[config.mk]
export PLATFORM = sky130hd
export DESIGN_NAME = sleep_mode_clock_gating
export DESIGN_NICKNAME = d
export VERILOG_FILES = /design/src/core/sleep_ctrl_pkg.sv /design/src/core/port_slice.sv /design/src/core/sleep_mode_clock_gating.sv
export VERILOG_INCLUDE_DIRS = /design/src /design/src/core
export SDC_FILE = /design/constraint.sdc
export NUM_CORES = 1
export LEC_CHECK = 0
export BUFFER_PORTS_ARGS = -buffer_cell sky130_fd_sc_hd__buf_4
export CORE_MARGIN = 5
export CORE_UTILIZATION = 40
export DETAILED_ROUTE_END_ITERATION = 8
export GPL_ROUTABILITY_DRIVEN = 0
export PLACE_DENSITY_LB_ADDON = 0.2
export SLEW_MARGIN = 20
export SYNTH_ARGS = -nofsm -noshare
export SYNTH_HDL_FRONTEND = slang
export SYNTH_SLANG_ARGS = --single-unit
export TNS_END_PERCENT = 20
[constraint.sdc]
create_clock -name aclk -period 4.3 [get_ports aclk]
set_input_delay 0.43 -clock aclk [delete_from_list [all_inputs] [get_ports aclk]]
set_output_delay 0.43 -clock aclk [all_outputs]
set_load 0.02 [all_outputs]
[src/core/sleep_ctrl_defines.svh]
/*
  Offsets, field positions, reset values and timing counts of the sleep
  and reset controller. Assumes a 100 MHz aclk and a byte-addressed
  AXI4-Lite register window of 256 bytes.
*/
`ifndef SLEEP_CTRL_DEFINES_SVH
`define SLEEP_CTRL_DEFINES_SVH

// ----------------------------------------------------------------------
// Register offsets
// ----------------------------------------------------------------------
`define CTRL_OFS 8'h00
`define STATUS_OFS 8'h04
`define PORT_CFG_BASE 8'h10
`define PORT_IN_BASE 8'h20
`define PORT_GROUP_MASK 8'hF0

// ----------------------------------------------------------------------
// Field positions and reset values
// ----------------------------------------------------------------------
`define CTRL_SE_BIT 0
`define CTRL_MODE_LSB 1
`define CTRL_GO_BIT 4
`define CTRL_SE_RESET 1'h0
`define STAT_STATE_LSB 0
`define STAT_GATE_LSB 3
`define STAT_MODE_LSB 8
`define STAT_SE_BIT 11
`define CFG_OUT_LSB 0
`define CFG_DIR_LSB 8
`define CFG_PU_LSB 16
`define PORT_CFG_RESET 24'h000000

// ----------------------------------------------------------------------
// Timing
// ----------------------------------------------------------------------
`define CLK_PERIOD_NS 10
`define RST_MIN_PULSE_NS 2500
`define RST_MIN_CYC ((`RST_MIN_PULSE_NS + `CLK_PERIOD_NS - 1) / `CLK_PERIOD_NS)
`define WAKE_SETTLE_NS 1000
`define WAKE_SETTLE_CYC ((`WAKE_SETTLE_NS + `CLK_PERIOD_NS - 1) / `CLK_PERIOD_NS)

// ----------------------------------------------------------------------
// Bus answers
// ----------------------------------------------------------------------
`define RESP_OKAY 2'h0
`define RESP_SLVERR 2'h2

`endif

[src/core/sleep_ctrl_pkg.sv]
/*
  Types of the sleep and reset controller: sleep modes, controller
  states and the packed carriers for clock gates and port pins.
  Assumes the constants of sleep_ctrl_defines.svh.
*/
package sleep_ctrl_pkg;

  // Software selectable sleep modes
  typedef enum logic [2:0] {
    MODE_IDLE = 3'h0,
    MODE_ADC_NR = 3'h1,
    MODE_PDOWN = 3'h2,
    MODE_PSAVE = 3'h3,
    MODE_STANDBY = 3'h4,
    MODE_EXT_STANDBY = 3'h5
  } mode_t;

  // Controller states, one-hot
  typedef enum logic [2:0] {
    ST_RUN = 3'b001,
    ST_SLEEP = 3'b010,
    ST_WAKE = 3'b100
  } run_state_t;

  // Clock enables of each domain
  typedef struct packed {
    logic cpu;
    logic io;
    logic adc;
    logic asy;
    logic osc;
  } clk_gate_t;

  // One 8-bit port: drive value, output enable, pull-up enable
  typedef struct packed {
    logic [7:0] o;
    logic [7:0] oe;
    logic [7:0] pu;
  } pin_group_t;

endpackage

[src/core/port_slice.sv]
/*
  One 8-bit bidirectional port with per-bit pull-up. Pin outputs are
  flops cleared at once by the raw reset pin, without a clock.
  Assumes pin inputs synchronous to aclk.
*/
`timescale 1ns/1ps
`default_nettype none

`include "sleep_ctrl_defines.svh"

module port_slice (
  input wire logic aclk,
  input wire logic aresetn,
  input wire logic ext_reset_n,
  input wire logic ce,
  input wire logic rst_hold,
  input wire logic [23:0] cfg,
  input wire logic [7:0] pins_in,
  output sleep_ctrl_pkg::pin_group_t pins,
  output logic [7:0] pins_sample
);

  sleep_ctrl_pkg::pin_group_t pins_d;

  // ----------------------------------------------------------------------
  // Next pin drive
  // ----------------------------------------------------------------------
  // Tri-state and no pull-up while any reset holds
  always_comb begin
    pins_d = '0;
    if (!rst_hold) begin
      pins_d.o = cfg[`CFG_OUT_LSB +: 8];
      pins_d.oe = cfg[`CFG_DIR_LSB +: 8];
      pins_d.pu = cfg[`CFG_PU_LSB +: 8] & ~cfg[`CFG_DIR_LSB +: 8];
    end
  end

  // Raw pin clears drive with no clock running
  always_ff @(posedge aclk or negedge ext_reset_n) begin
    if (!ext_reset_n) begin
      pins <= '0;
      pins_sample <= 8'h00;
    end else if (!aresetn) begin
      pins <= '0;
      pins_sample <= 8'h00;
    end else if (ce) begin
      pins <= pins_d;
      pins_sample <= pins_in;
    end
  end

endmodule

`default_nettype wire

[src/core/sleep_mode_clock_gating.sv]
/*
  Sleep mode and reset controller: gates the processor, I/O, converter,
  asynchronous timer and oscillator clocks per sleep mode, wakes on an
  interrupt, filters the external reset pin and owns four 8-bit ports.
  Assumes an AXI4-Lite master, 100 MHz aclk, synchronous pin inputs.
*/
// Contract
// - Idle stops the processor clock; memory, timers, serial and interrupts run.
// - Power-down keeps registers, stops oscillator and all else until interrupt or reset.
// - Power-save keeps the asynchronous timer running, rest asleep.
// - Converter noise reduction stops processor and I/O except asynchronous timer and converter.
// - Standby keeps the main oscillator running, everything else asleep.
// - Extended standby keeps main oscillator and asynchronous timer running.
// - Exactly six software-selected sleep modes exist.
// - Any active reset tri-states every pin of all four ports, even clockless; aresetn clears them only on an aclk edge.
// - Reset pin low beyond minimum width resets; source must hold it that long.
// - Each port is 8-bit bidirectional with per-bit pull-up enable.
`timescale 1ns/1ps
`default_nettype none

`include "sleep_ctrl_defines.svh"

module sleep_mode_clock_gating (
  input wire logic aclk,
  input wire logic aresetn,
  input wire logic ce,
  input wire logic [7:0] s_axi_awaddr,
  input wire logic s_axi_awvalid,
  output logic s_axi_awready,
  input wire logic [31:0] s_axi_wdata,
  input wire logic [3:0] s_axi_wstrb,
  input wire logic s_axi_wvalid,
  output logic s_axi_wready,
  output logic [1:0] s_axi_bresp,
  output logic s_axi_bvalid,
  input wire logic s_axi_bready,
  input wire logic [7:0] s_axi_araddr,
  input wire logic s_axi_arvalid,
  output logic s_axi_arready,
  output logic [31:0] s_axi_rdata,
  output logic [1:0] s_axi_rresp,
  output logic s_axi_rvalid,
  input wire logic s_axi_rready,
  input wire logic ext_reset_n,
  input wire logic wake_irq,
  input wire logic oscillator_input_pin,
  output logic oscillator_output_pin,
  output sleep_ctrl_pkg::clk_gate_t clk_gates,
  output logic core_reset_n,
  input wire logic [7:0] first_port_pins_in,
  input wire logic [7:0] second_port_pins_in,
  input wire logic [7:0] third_port_pins_in,
  input wire logic [7:0] fourth_port_pins_in,
  output sleep_ctrl_pkg::pin_group_t first_port_pins,
  output sleep_ctrl_pkg::pin_group_t second_port_pins,
  output sleep_ctrl_pkg::pin_group_t third_port_pins,
  output sleep_ctrl_pkg::pin_group_t fourth_port_pins
);

  // ----------------------------------------------------------------------
  // Declarations
  // ----------------------------------------------------------------------
  logic aw_hold_q, aw_hold_d, w_hold_q, w_hold_d;
  logic [7:0] awaddr_q, awaddr_d;
  logic [31:0] wdata_q, wdata_d;
  logic [3:0] wstrb_q, wstrb_d;
  logic awready_d, wready_d, bvalid_d, arready_d, rvalid_d;
  logic [1:0] bresp_d, rresp_d;
  logic [31:0] rdata_d;
  logic wr_fire, ctrl_wr, mode_ok;
  logic [7:0] rst_cnt_q, rst_cnt_d, wake_cnt_q, wake_cnt_d;
  logic core_rst_n_d, rst_any, se_q, se_d, osc_out_d;
  sleep_ctrl_pkg::run_state_t state_q, state_d;
  sleep_ctrl_pkg::mode_t mode_q, mode_d;
  sleep_ctrl_pkg::clk_gate_t gate_d;
  logic [23:0] cfg_q [4];
  logic [23:0] cfg_d [4];
  logic [7:0] pin_in_arr [4];
  logic [7:0] sample_arr [4];
  sleep_ctrl_pkg::pin_group_t pins_arr [4];

  assign rst_any = !aresetn || !core_reset_n;
  assign wr_fire = aw_hold_q && w_hold_q && !s_axi_bvalid;
  assign mode_ok = wdata_q[`CTRL_MODE_LSB +: 3] <= sleep_ctrl_pkg::MODE_EXT_STANDBY;
  assign ctrl_wr = wr_fire && awaddr_q == `CTRL_OFS && wstrb_q[0]
                   && state_q == sleep_ctrl_pkg::ST_RUN;

  // Clock enables per controller state and mode
  function automatic sleep_ctrl_pkg::clk_gate_t gates_for(
    input sleep_ctrl_pkg::run_state_t st,
    input sleep_ctrl_pkg::mode_t md
  );
    sleep_ctrl_pkg::clk_gate_t g;
    g = '{cpu: 1'b1, io: 1'b1, adc: 1'b1, asy: 1'b1, osc: 1'b1};
    if (st == sleep_ctrl_pkg::ST_SLEEP) begin
      // Field order cpu, io, adc, asy, osc
      unique case (md)
        sleep_ctrl_pkg::MODE_IDLE: g = '{1'b0, 1'b1, 1'b1, 1'b1, 1'b1};
        sleep_ctrl_pkg::MODE_ADC_NR: g = '{1'b0, 1'b0, 1'b1, 1'b1, 1'b1};
        sleep_ctrl_pkg::MODE_PDOWN: g = '0;
        sleep_ctrl_pkg::MODE_PSAVE: g = '{1'b0, 1'b0, 1'b0, 1'b1, 1'b0};
        sleep_ctrl_pkg::MODE_STANDBY: g = '{1'b0, 1'b0, 1'b0, 1'b0, 1'b1};
        sleep_ctrl_pkg::MODE_EXT_STANDBY: g = '{1'b0, 1'b0, 1'b0, 1'b1, 1'b1};
        default: g = '0;
      endcase
    end else if (st == sleep_ctrl_pkg::ST_WAKE) begin
      g.cpu = 1'b0;
    end
    return g;
  endfunction

  // ----------------------------------------------------------------------
  // AXI4-Lite slave
  // ----------------------------------------------------------------------
  // Address and data taken in either order, answer once both are held
  always_comb begin
    aw_hold_d = aw_hold_q;
    w_hold_d = w_hold_q;
    awaddr_d = awaddr_q;
    wdata_d = wdata_q;
    wstrb_d = wstrb_q;
    awready_d = s_axi_awready;
    wready_d = s_axi_wready;
    bvalid_d = s_axi_bvalid;
    bresp_d = s_axi_bresp;
    arready_d = s_axi_arready;
    rvalid_d = s_axi_rvalid;
    rresp_d = s_axi_rresp;
    rdata_d = s_axi_rdata;
    if (s_axi_awvalid && s_axi_awready) begin
      aw_hold_d = 1'b1;
      awaddr_d = s_axi_awaddr;
      awready_d = 1'b0;
    end
    if (s_axi_wvalid && s_axi_wready) begin
      w_hold_d = 1'b1;
      wdata_d = s_axi_wdata;
      wstrb_d = s_axi_wstrb;
      wready_d = 1'b0;
    end
    if (wr_fire) begin
      aw_hold_d = 1'b0;
      w_hold_d = 1'b0;
      bvalid_d = 1'b1;
      bresp_d = (awaddr_q == `CTRL_OFS || awaddr_q == `STATUS_OFS
                 || (awaddr_q & `PORT_GROUP_MASK) == `PORT_CFG_BASE
                 || (awaddr_q & `PORT_GROUP_MASK) == `PORT_IN_BASE)
                ? `RESP_OKAY : `RESP_SLVERR;
    end
    if (s_axi_bvalid && s_axi_bready) begin
      bvalid_d = 1'b0;
      awready_d = 1'b1;
      wready_d = 1'b1;
    end
    if (s_axi_arvalid && s_axi_arready) begin
      arready_d = 1'b0;
      rvalid_d = 1'b1;
      rresp_d = `RESP_OKAY;
      rdata_d = 32'h00000000;
      if (s_axi_araddr == `CTRL_OFS) begin
        rdata_d[`CTRL_SE_BIT] = se_q;
        rdata_d[`CTRL_MODE_LSB +: 3] = mode_q;
      end else if (s_axi_araddr == `STATUS_OFS) begin
        rdata_d[`STAT_STATE_LSB +: 3] = state_q;
        rdata_d[`STAT_GATE_LSB +: 5] = clk_gates;
        rdata_d[`STAT_MODE_LSB +: 3] = mode_q;
        rdata_d[`STAT_SE_BIT] = se_q;
      end else if ((s_axi_araddr & `PORT_GROUP_MASK) == `PORT_CFG_BASE) begin
        rdata_d[23:0] = cfg_q[s_axi_araddr[3:2]];
      end else if ((s_axi_araddr & `PORT_GROUP_MASK) == `PORT_IN_BASE) begin
        rdata_d[7:0] = sample_arr[s_axi_araddr[3:2]];
      end else begin
        rresp_d = `RESP_SLVERR;
      end
    end
    if (s_axi_rvalid && s_axi_rready) begin
      rvalid_d = 1'b0;
      arready_d = 1'b1;
    end
  end

  always_ff @(posedge aclk) begin
    if (!aresetn) begin
      aw_hold_q <= 1'b0;
      w_hold_q <= 1'b0;
      awaddr_q <= 8'h00;
      wdata_q <= 32'h00000000;
      wstrb_q <= 4'h0;
      s_axi_awready <= 1'b1;
      s_axi_wready <= 1'b1;
      s_axi_bvalid <= 1'b0;
      s_axi_bresp <= `RESP_OKAY;
      s_axi_arready <= 1'b1;
      s_axi_rvalid <= 1'b0;
      s_axi_rresp <= `RESP_OKAY;
      s_axi_rdata <= 32'h00000000;
    end else if (ce) begin
      aw_hold_q <= aw_hold_d;
      w_hold_q <= w_hold_d;
      awaddr_q <= awaddr_d;
      wdata_q <= wdata_d;
      wstrb_q <= wstrb_d;
      s_axi_awready <= awready_d;
      s_axi_wready <= wready_d;
      s_axi_bvalid <= bvalid_d;
      s_axi_bresp <= bresp_d;
      s_axi_arready <= arready_d;
      s_axi_rvalid <= rvalid_d;
      s_axi_rresp <= rresp_d;
      s_axi_rdata <= rdata_d;
    end
  end

  // ----------------------------------------------------------------------
  // Reset pin filter
  // ----------------------------------------------------------------------
  // Short pulses are dropped; a long one holds the core in reset
  always_comb begin
    rst_cnt_d = 8'h00;
    core_rst_n_d = 1'b1;
    if (!ext_reset_n) begin
      if (rst_cnt_q == 8'(`RST_MIN_CYC - 1)) begin
        rst_cnt_d = rst_cnt_q;
        core_rst_n_d = 1'b0;
      end else begin
        rst_cnt_d = rst_cnt_q + 8'h01;
      end
    end
  end

  always_ff @(posedge aclk) begin
    if (!aresetn) begin
      rst_cnt_q <= 8'h00;
      core_reset_n <= 1'b1;
    end else if (ce) begin
      rst_cnt_q <= rst_cnt_d;
      core_reset_n <= core_rst_n_d;
    end
  end

  // ----------------------------------------------------------------------
  // Sleep state machine and clock gates
  // ----------------------------------------------------------------------
  // Enter sleep on a go write with sleep enable and a legal mode, wake on interrupt, settle, then run
  always_comb begin
    state_d = state_q;
    mode_d = mode_q;
    se_d = se_q;
    wake_cnt_d = wake_cnt_q;
    unique case (state_q)
      sleep_ctrl_pkg::ST_RUN: begin
        if (ctrl_wr) begin
          se_d = wdata_q[`CTRL_SE_BIT];
          if (mode_ok) begin
            mode_d = sleep_ctrl_pkg::mode_t'(wdata_q[`CTRL_MODE_LSB +: 3]);
            if (wdata_q[`CTRL_GO_BIT] && wdata_q[`CTRL_SE_BIT]) begin
              state_d = sleep_ctrl_pkg::ST_SLEEP;
            end
          end
        end
      end
      sleep_ctrl_pkg::ST_SLEEP: begin
        wake_cnt_d = 8'h00;
        if (wake_irq) begin
          state_d = sleep_ctrl_pkg::ST_WAKE;
        end
      end
      sleep_ctrl_pkg::ST_WAKE: begin
        wake_cnt_d = wake_cnt_q + 8'h01;
        if (wake_cnt_q == 8'(`WAKE_SETTLE_CYC - 1)) begin
          state_d = sleep_ctrl_pkg::ST_RUN;
        end
      end
    endcase
    gate_d = gates_for(state_d, mode_d);
    osc_out_d = gate_d.osc && !oscillator_input_pin;
  end

  always_ff @(posedge aclk) begin
    if (rst_any) begin
      state_q <= sleep_ctrl_pkg::ST_RUN;
      mode_q <= sleep_ctrl_pkg::MODE_IDLE;
      se_q <= `CTRL_SE_RESET;
      wake_cnt_q <= 8'h00;
      clk_gates <= '{cpu: 1'b1, io: 1'b1, adc: 1'b1, asy: 1'b1, osc: 1'b1};
      oscillator_output_pin <= 1'b0;
    end else if (ce) begin
      state_q <= state_d;
      mode_q <= mode_d;
      se_q <= se_d;
      wake_cnt_q <= wake_cnt_d;
      clk_gates <= gate_d;
      oscillator_output_pin <= osc_out_d;
    end
  end

  // ----------------------------------------------------------------------
  // Port configuration and ports
  // ----------------------------------------------------------------------
  // Byte-lane writes into each port word
  always_comb begin
    for (int p = 0; p < 4; p++) begin
      cfg_d[p] = cfg_q[p];
      if (wr_fire && awaddr_q == `PORT_CFG_BASE + 8'(4 * p)) begin
        for (int b = 0; b < 3; b++) begin
          if (wstrb_q[b]) begin
            cfg_d[p][8 * b +: 8] = wdata_q[8 * b +: 8];
          end
        end
      end
    end
  end

  always_ff @(posedge aclk) begin
    for (int p = 0; p < 4; p++) begin
      if (rst_any) begin
        cfg_q[p] <= `PORT_CFG_RESET;
      end else if (ce) begin
        cfg_q[p] <= cfg_d[p];
      end
    end
  end

  assign pin_in_arr[0] = first_port_pins_in;
  assign pin_in_arr[1] = second_port_pins_in;
  assign pin_in_arr[2] = third_port_pins_in;
  assign pin_in_arr[3] = fourth_port_pins_in;

  // One port slice per port
  for (genvar p = 0; p < 4; p++) begin : g_port
    port_slice u_port (
      .aclk(aclk),
      .aresetn(aresetn),
      .ext_reset_n(ext_reset_n),
      .ce(ce),
      .rst_hold(rst_any),
      .cfg(cfg_q[p]),
      .pins_in(pin_in_arr[p]),
      .pins(pins_arr[p]),
      .pins_sample(sample_arr[p])
    );
  end

  assign first_port_pins = pins_arr[0];
  assign second_port_pins = pins_arr[1];
  assign third_port_pins = pins_arr[2];
  assign fourth_port_pins = pins_arr[3];

  wire in_sleep = state_q == sleep_ctrl_pkg::ST_SLEEP;
endmodule

`default_nettype wire

# After elaboration in Yosys (flattened, before gate mapping)
# Memories as Yosys holds them, arrays and structs flattened.
# Cells that the tools add are included.
[classes]
addsub = 2
n_lt_le_gt_ge = 2
n_eq_ne = 23
mux = 92
bitwise_logic = 13
reduce_logical = 47
[ops]
columns = ["op", "n"]
rows = [
  ["$mux 24", 20],
  ["$mux 8", 26],
  ["$and 8x8->8", 4],
  ["$eq 8x5->1 const B", 4],
  ["$not 8->8", 4],
  ["$mux 12", 2],
  ["$mux 3", 8],
  ["$reduce_and 2->1", 12],
  ["$mux 1", 23],
  ["$mux 20", 1],
  ["$pmux 4 s5", 1],
  ["$add 8x1->8 const B", 2],
  ["$bmux 8 s2", 1],
  ["$eq 8x3->1 const B", 2],
  ["$logic_and 1x1->1", 16],
  ["$logic_not 8->1", 2],
  ["$mux 16", 1],
  ["$pmux 8 s2", 1],
  ["$reduce_bool 2->1", 7],
  ["$eq 3x3->1 const B", 4],
  ["$mux 2", 5],
  ["$eq 3x2->1 const B", 3],
  ["$pmux 3 s3", 1],
  ["$eq 4x1->1 const B", 2],
  ["15 further kinds", 27],
]
[word_totals]
ff_bits = 228
mem_bits_rw = 96
inputBits = 95
out_inout_bits = 144
wordCells = 221
memories = 1
[memory_table]
columns = ["name", "words", "word_bits", "read_ports", "rd_clocked_by_memory_dff", "wr", "line_no", "source"]
rows = [
  ["cfg_q", 4, 24, 5, 0, 4, "sleep_mode_clock_gating.sv:76", "logic [23:0] cfg_q [4];"],
]

# Longest topological paths before layout
[depth]
depth_word = 11
mapped_depth = 7
ltp_nobuf = 7

# Hierarchy
# A second synthesis with hierarchy kept.
[hier_totals]
cells_unflattened = 1240
hier_area_um2 = 14736.6
[modules_own_cells]
columns = ["module", "instances", "cells_each", "area_per_inst_um2", "seq_area_each_um2"]
rows = [
  ["sleep_mode_clock_gating", 1, 716, 8430.6, 4844.6],
  ["port_slice", 4, 131, 1576.5, 800.8],
]

# Least setup slack after synthesis
# OpenSTA, ideal clock, no wires.
[synth_path]
path_kind = "input to register"
startpoint = "input ce"
endpoint = "memory cfg_q[0][16] (enable)"
setup_ps = 370
t_arrival_ps = 1810
required_time_ps = 3930
setup_slack_ps = 2119
cell_stages = 5
n_path_buf = 3
cell_sequence = "clkbuf_1 clkbuf_1 clkbuf_1 a21oi_1 nor2_1"
[synth_lines]
columns = ["element", "line_no", "source"]
rows = [
  ["start: declaration", "sleep_mode_clock_gating.sv:26", "input wire logic ce,"],
  ["end: declaration", "sleep_mode_clock_gating.sv:76", ""],
]

==> results.md <==
Routing:
- The number of nets with antenna violations after detailed routing is 0.
- The detailed-route wire length is 35.8 mm.
- The average detailed-routed wire length per instance is 20.7 µm.
- The iteration-0 DRC count of the detailed router is about 600.
- For this run, design rule violations remaining after detail routing come to 0.
- The first detailed-routing pass ran for 5 iterations.
- The vias per cell is between 5 and 6.
- The final route contains 9201 vias.

Timing:
- Setup repair after global routing left no endpoint under its margin.
- The count of endpoints failing hold in the final timing report was 0.
- The final critical path time including I/O delays and setup is 2.49 ns.
- The number of max-slew violations in the final report is 0.
- In the final timing run, aggregate negative setup slack is 0 ns.
- Timing would allow up to roughly 400 MHz.
- The transition time at the pin with the least slew margin is 1.06 ns.
- Measured against its own limit, the worst slew margin works out to 0.289.
- Across the routed clock network, the largest skew measured is between 0.008 and 0.009 ns.
- The number of failing setup endpoints in the final timing report is 0.
- Dividing the final minimum period by the clock period gives 0.579.
- The smallest setup slack after layout is 1.81 ns.

Logic synthesis:
- The proportion of synthesized flip-flops having asynchronous set or reset is 0.398.
- Of the synthesized area, sequential elements account for 0.623.
- A synthesized cell averages 11.9 µm².
- Sorting the synthesized cells by area gives the leading types as sky130_fd_sc_hd__dfrtp_1, sky130_fd_sc_hd__edfxtp_1, sky130_fd_sc_hd__dfxtp_1.
- The cell area that synthesis handed to floorplanning was 12900 µm².
- The number of distinct library cell variants in the gate-level netlist after synthesis is 61.
- The dominant cell by count in the synthesized netlist is sky130_fd_sc_hd__nand2_1.
- The library cell with the largest summed area after synthesis is sky130_fd_sc_hd__dfrtp_1.
- In the synthesized netlist, the cells that appear most often are sky130_fd_sc_hd__nand2_1, sky130_fd_sc_hd__dfrtp_1, sky130_fd_sc_hd__nor2_1.
- The main flop type after synthesis is sky130_fd_sc_hd__dfrtp_1.
- Yosys mapped a number of flops with a built-in enable equal to 96.
- The area share of the leading cell type in the synthesized netlist is 0.248.
- For this run, the number of Yosys warnings is 0.
- After technology mapping, the gate count stands at 1089.
- The number of synthesized register bits is 322.

Flow run:
- The max capacitance violation total is 0.

Worst setup path:
- The largest fanout of any net on the critical path is 8.
- STA classifies the critical path endpoint as a register.
- The signal on the critical path passes through nor3_1 > nand4_1 > inv_1 > a31oi_1 > nor2_1.
- At the worst endpoint, the arrival time is 2.61 ns.
- The category of the most critical setup path is reg -> reg.
- The critical path's largest stage delay is 0.85 ns.
- The critical path startpoint category is a register.
- For this design, the slowest cell found on the critical path is sky130_fd_sc_hd__nor2_1.
- The required time of the worst setup path is around 4.4 ns.

Placed design:
- Input and output buffers added on the ports amount to roughly 220.
- The wire-length estimate of the detail-placed layout is roughly 25 mm.
- Prior to clock tree synthesis, the placed netlist has a worst setup slack of 1.63 ns.

Clock network:
- The cell at the root of the clock tree is sky130_fd_sc_hd__clkbuf_16.
- The number of buffers inserted to repair setup after CTS is 0.
- The clock buffer count from CTS is 36.
- The clock insertion delay at the later pin of the skew report is roughly 0.51 ns.
- The maximum buffer depth of the clock tree is 3.
- The number of clock sinks is 322.
- The register clock-pin slew on the reported worst setup and hold paths is roughly 0.060 ns.
- The clock tree from TritonCTS is built.
- CTS built an H-tree with a depth of 2.

Floorplanning:
- The vertical die dimension is 190 µm.
- The initial utilization of the core area, before any placement, comes to 0.407.
- The horizontal die dimension is about 190 µm.
- The number of primary I/O pins is 239.
- In this run the standard cell core region covers 31700 µm².
- The number of rows created at floorplan is 65.
- The area of the die is 36000 µm².

Global routing:
- The global routing usage summed across all routing layers is 0.196.
- Global routing finished with a remaining overflow of 0.
- The largest net degree at the start of global routing is 90.
- The number of global-route vias before repair was ~9300.
- The number of antenna violations at the first check in global routing is 1.
- The first global-routing pass estimated 55.1 mm of wire.

Final layout:
- At the end of the flow the core is filled with cells to 0.506.
- The sequential cell area is 8050 µm².
- In the final layout, the share of cells above drive strength 1 is 0.249.
- The net total in the final layout is 1393.
- The post-synthesis to final-layout area growth is 24.3%.
- The footprint of the multi-input gates is 4370 µm².
- The repair_antennas step left the layout with diodes totalling 0.
- After filler insertion, the fill cell instance count of the layout stands at roughly 2900.

Pwr:
- Power spread over the standard cell area amounts to 435 nW/µm².
- The worst vdd rail ir drop is roughly 0.29 mV.
- For this design the static power due to leakage is 6.88 nW.

Outcome:
- The flow ran to the end, and the final reports show no timing, DRC or antenna violations.

Hold path:
- In this run the worst hold path is classified as in -> reg.
==> final timing paths <==
kind,from,end,slack [ns],cells after the start
max reg2reg,awaddr_q[5],cfg_q[3][9],1.81,5
max,awaddr_q[5],cfg_q[3][9],1.81,5
max in group asynchronous,ext_reset_n,g_port[3].u_port.pins[22],2.53,4
min in group asynchronous,ext_reset_n,g_port[1].u_port.pins_sample[7],0.38,2
min reg2reg,wdata_q[9],wdata_q[9],0.45,2
min,fourth_port_pins_in[2],g_port[3].u_port.pins_sample[2],0.17,3
==> kinds of logic (layout without fill, tap and decap cells) <==
logic type	after synthesis	in the layout	synth area share
other	1	10	0.000291
multiplexers	67	67	0.0830
buffers and inverters	125	350	0.0409
flip-flops	322	322	0.623
XOR/XNOR	13	13	0.00882
adder cells (fa/ha/maj)	3	3	0.00291
AND/OR/NAND/NOR	334	334	0.119
AO/OA/AOI/OAI	224	224	0.122
==> worst max-delay path, delay by kind of cell, from the launching register on <==
family,cells,cell delay (ns)
buffers and inverters,1,0.13
flip-flops,1,0.33
AO/OA/AOI/OAI,1,0.17
AND/OR/NAND/NOR,3,1.48
==> metal layers <==
layer / part of all wire / wire length [µm] / track usage
met1: 0.43 / 15500 / 0.265
met2: 0.49 / 17500 / 0.327
met3: 0.059 / 2100 / 0.0387
met4: 0.021 / 750 / 0.0481
met5: 0.00028 / 10 / 0
==> timing repair <==
item	in CTS	in global routing
endpoints found under the hold margin	20	0
hold buffers	1	0
resized for setup	0	0
==> state kept, by name, indices dropped and copies added (netlist names), 3 cells and up <==
register and count:
wake_cnt_q 8, state_q 3, awaddr_q 8, clk_gates 5
g_port.u_port.pins 96, s_axi_rdata 24, mode_q 3, wdata_q 24
cfg_q 96, rst_cnt_q 8, g_port.u_port.pins_sample 32, wstrb_q 3
==> through the flow <==
stage | instances | instance area (µm²) | hold slack, ns | power (W)
floorplan | 1098 | 12900 | 0.134 | 0.00379
global placement | 1658 | 14900 | 0.336 | 0.00411
detailed placement | 1658 | 14900 | 0.332 | 0.00412
CTS | 1725 | 16000 | 0.155 | 0.00706
global route | 1725 | 16000 | 0.160 | 0.00726
finish | 1725 | 16000 | 0.169 | 0.00699
==> cell type report <==
type / instances / area share
clock inverter: 10 / 0.00499
timing repair buffer: 236 / 0.112
multi-input combinational: 651 / 0.273
sequential: 322 / 0.502
tap: 402 / 0.0313
inverter: 48 / 0.0113
clock buffer: 56 / 0.0659
==> cells in the final DEF, fill, tap and decap left out, types with 3 or more instances in the layout <==
cell type / Yosys / routed
sky130_fd_sc_hd__a211oi_1: 4 / 4
sky130_fd_sc_hd__a21oi_1: 56 / 56
sky130_fd_sc_hd__a221oi_1: 7 / 7
sky130_fd_sc_hd__a22o_1: 33 / 33
sky130_fd_sc_hd__a22oi_1: 14 / 14
sky130_fd_sc_hd__a31oi_1: 4 / 4
sky130_fd_sc_hd__a32o_1: 32 / 32
sky130_fd_sc_hd__and2_1: 26 / 26
sky130_fd_sc_hd__and3_1: 7 / 6
sky130_fd_sc_hd__buf_4: 10 / 232
sky130_fd_sc_hd__clkbuf_1: 53 / 13
sky130_fd_sc_hd__clkbuf_16: 0 / 37
sky130_fd_sc_hd__clkbuf_8: 0 / 6
sky130_fd_sc_hd__clkinv_2: 0 / 6
sky130_fd_sc_hd__conb_1: 1 / 10
sky130_fd_sc_hd__dfrtp_1: 128 / 128
sky130_fd_sc_hd__dfxtp_1: 98 / 98
sky130_fd_sc_hd__edfxtp_1: 96 / 96
sky130_fd_sc_hd__ha_1: 3 / 3
sky130_fd_sc_hd__inv_1: 48 / 47
sky130_fd_sc_hd__mux2i_1: 35 / 35
sky130_fd_sc_hd__mux4_2: 32 / 32
sky130_fd_sc_hd__nand2_1: 132 / 132
sky130_fd_sc_hd__nand3_1: 13 / 13
sky130_fd_sc_hd__nand4_1: 8 / 8
sky130_fd_sc_hd__nor2_1: 99 / 98
sky130_fd_sc_hd__nor2b_1: 6 / 6
sky130_fd_sc_hd__nor3_1: 20 / 20
sky130_fd_sc_hd__o21a_1: 4 / 4
sky130_fd_sc_hd__o21ai_0: 45 / 45
sky130_fd_sc_hd__o22ai_1: 4 / 4
sky130_fd_sc_hd__o2bb2ai_1: 5 / 5
sky130_fd_sc_hd__or3_1: 3 / 3
sky130_fd_sc_hd__or4_1: 4 / 4
sky130_fd_sc_hd__xnor2_1: 6 / 6
sky130_fd_sc_hd__xor2_1: 7 / 7
==> report_power, final <==
part           switching (W)  total [W]  internal [W]  leakage (nW)
Sequential         0.0000962    0.00340       0.00330          3.52
Combinational       0.000392   0.000652      0.000259          2.80
Clock                0.00118    0.00294       0.00176         0.560
No activity file was read; power rests on OpenSTA's default activity.
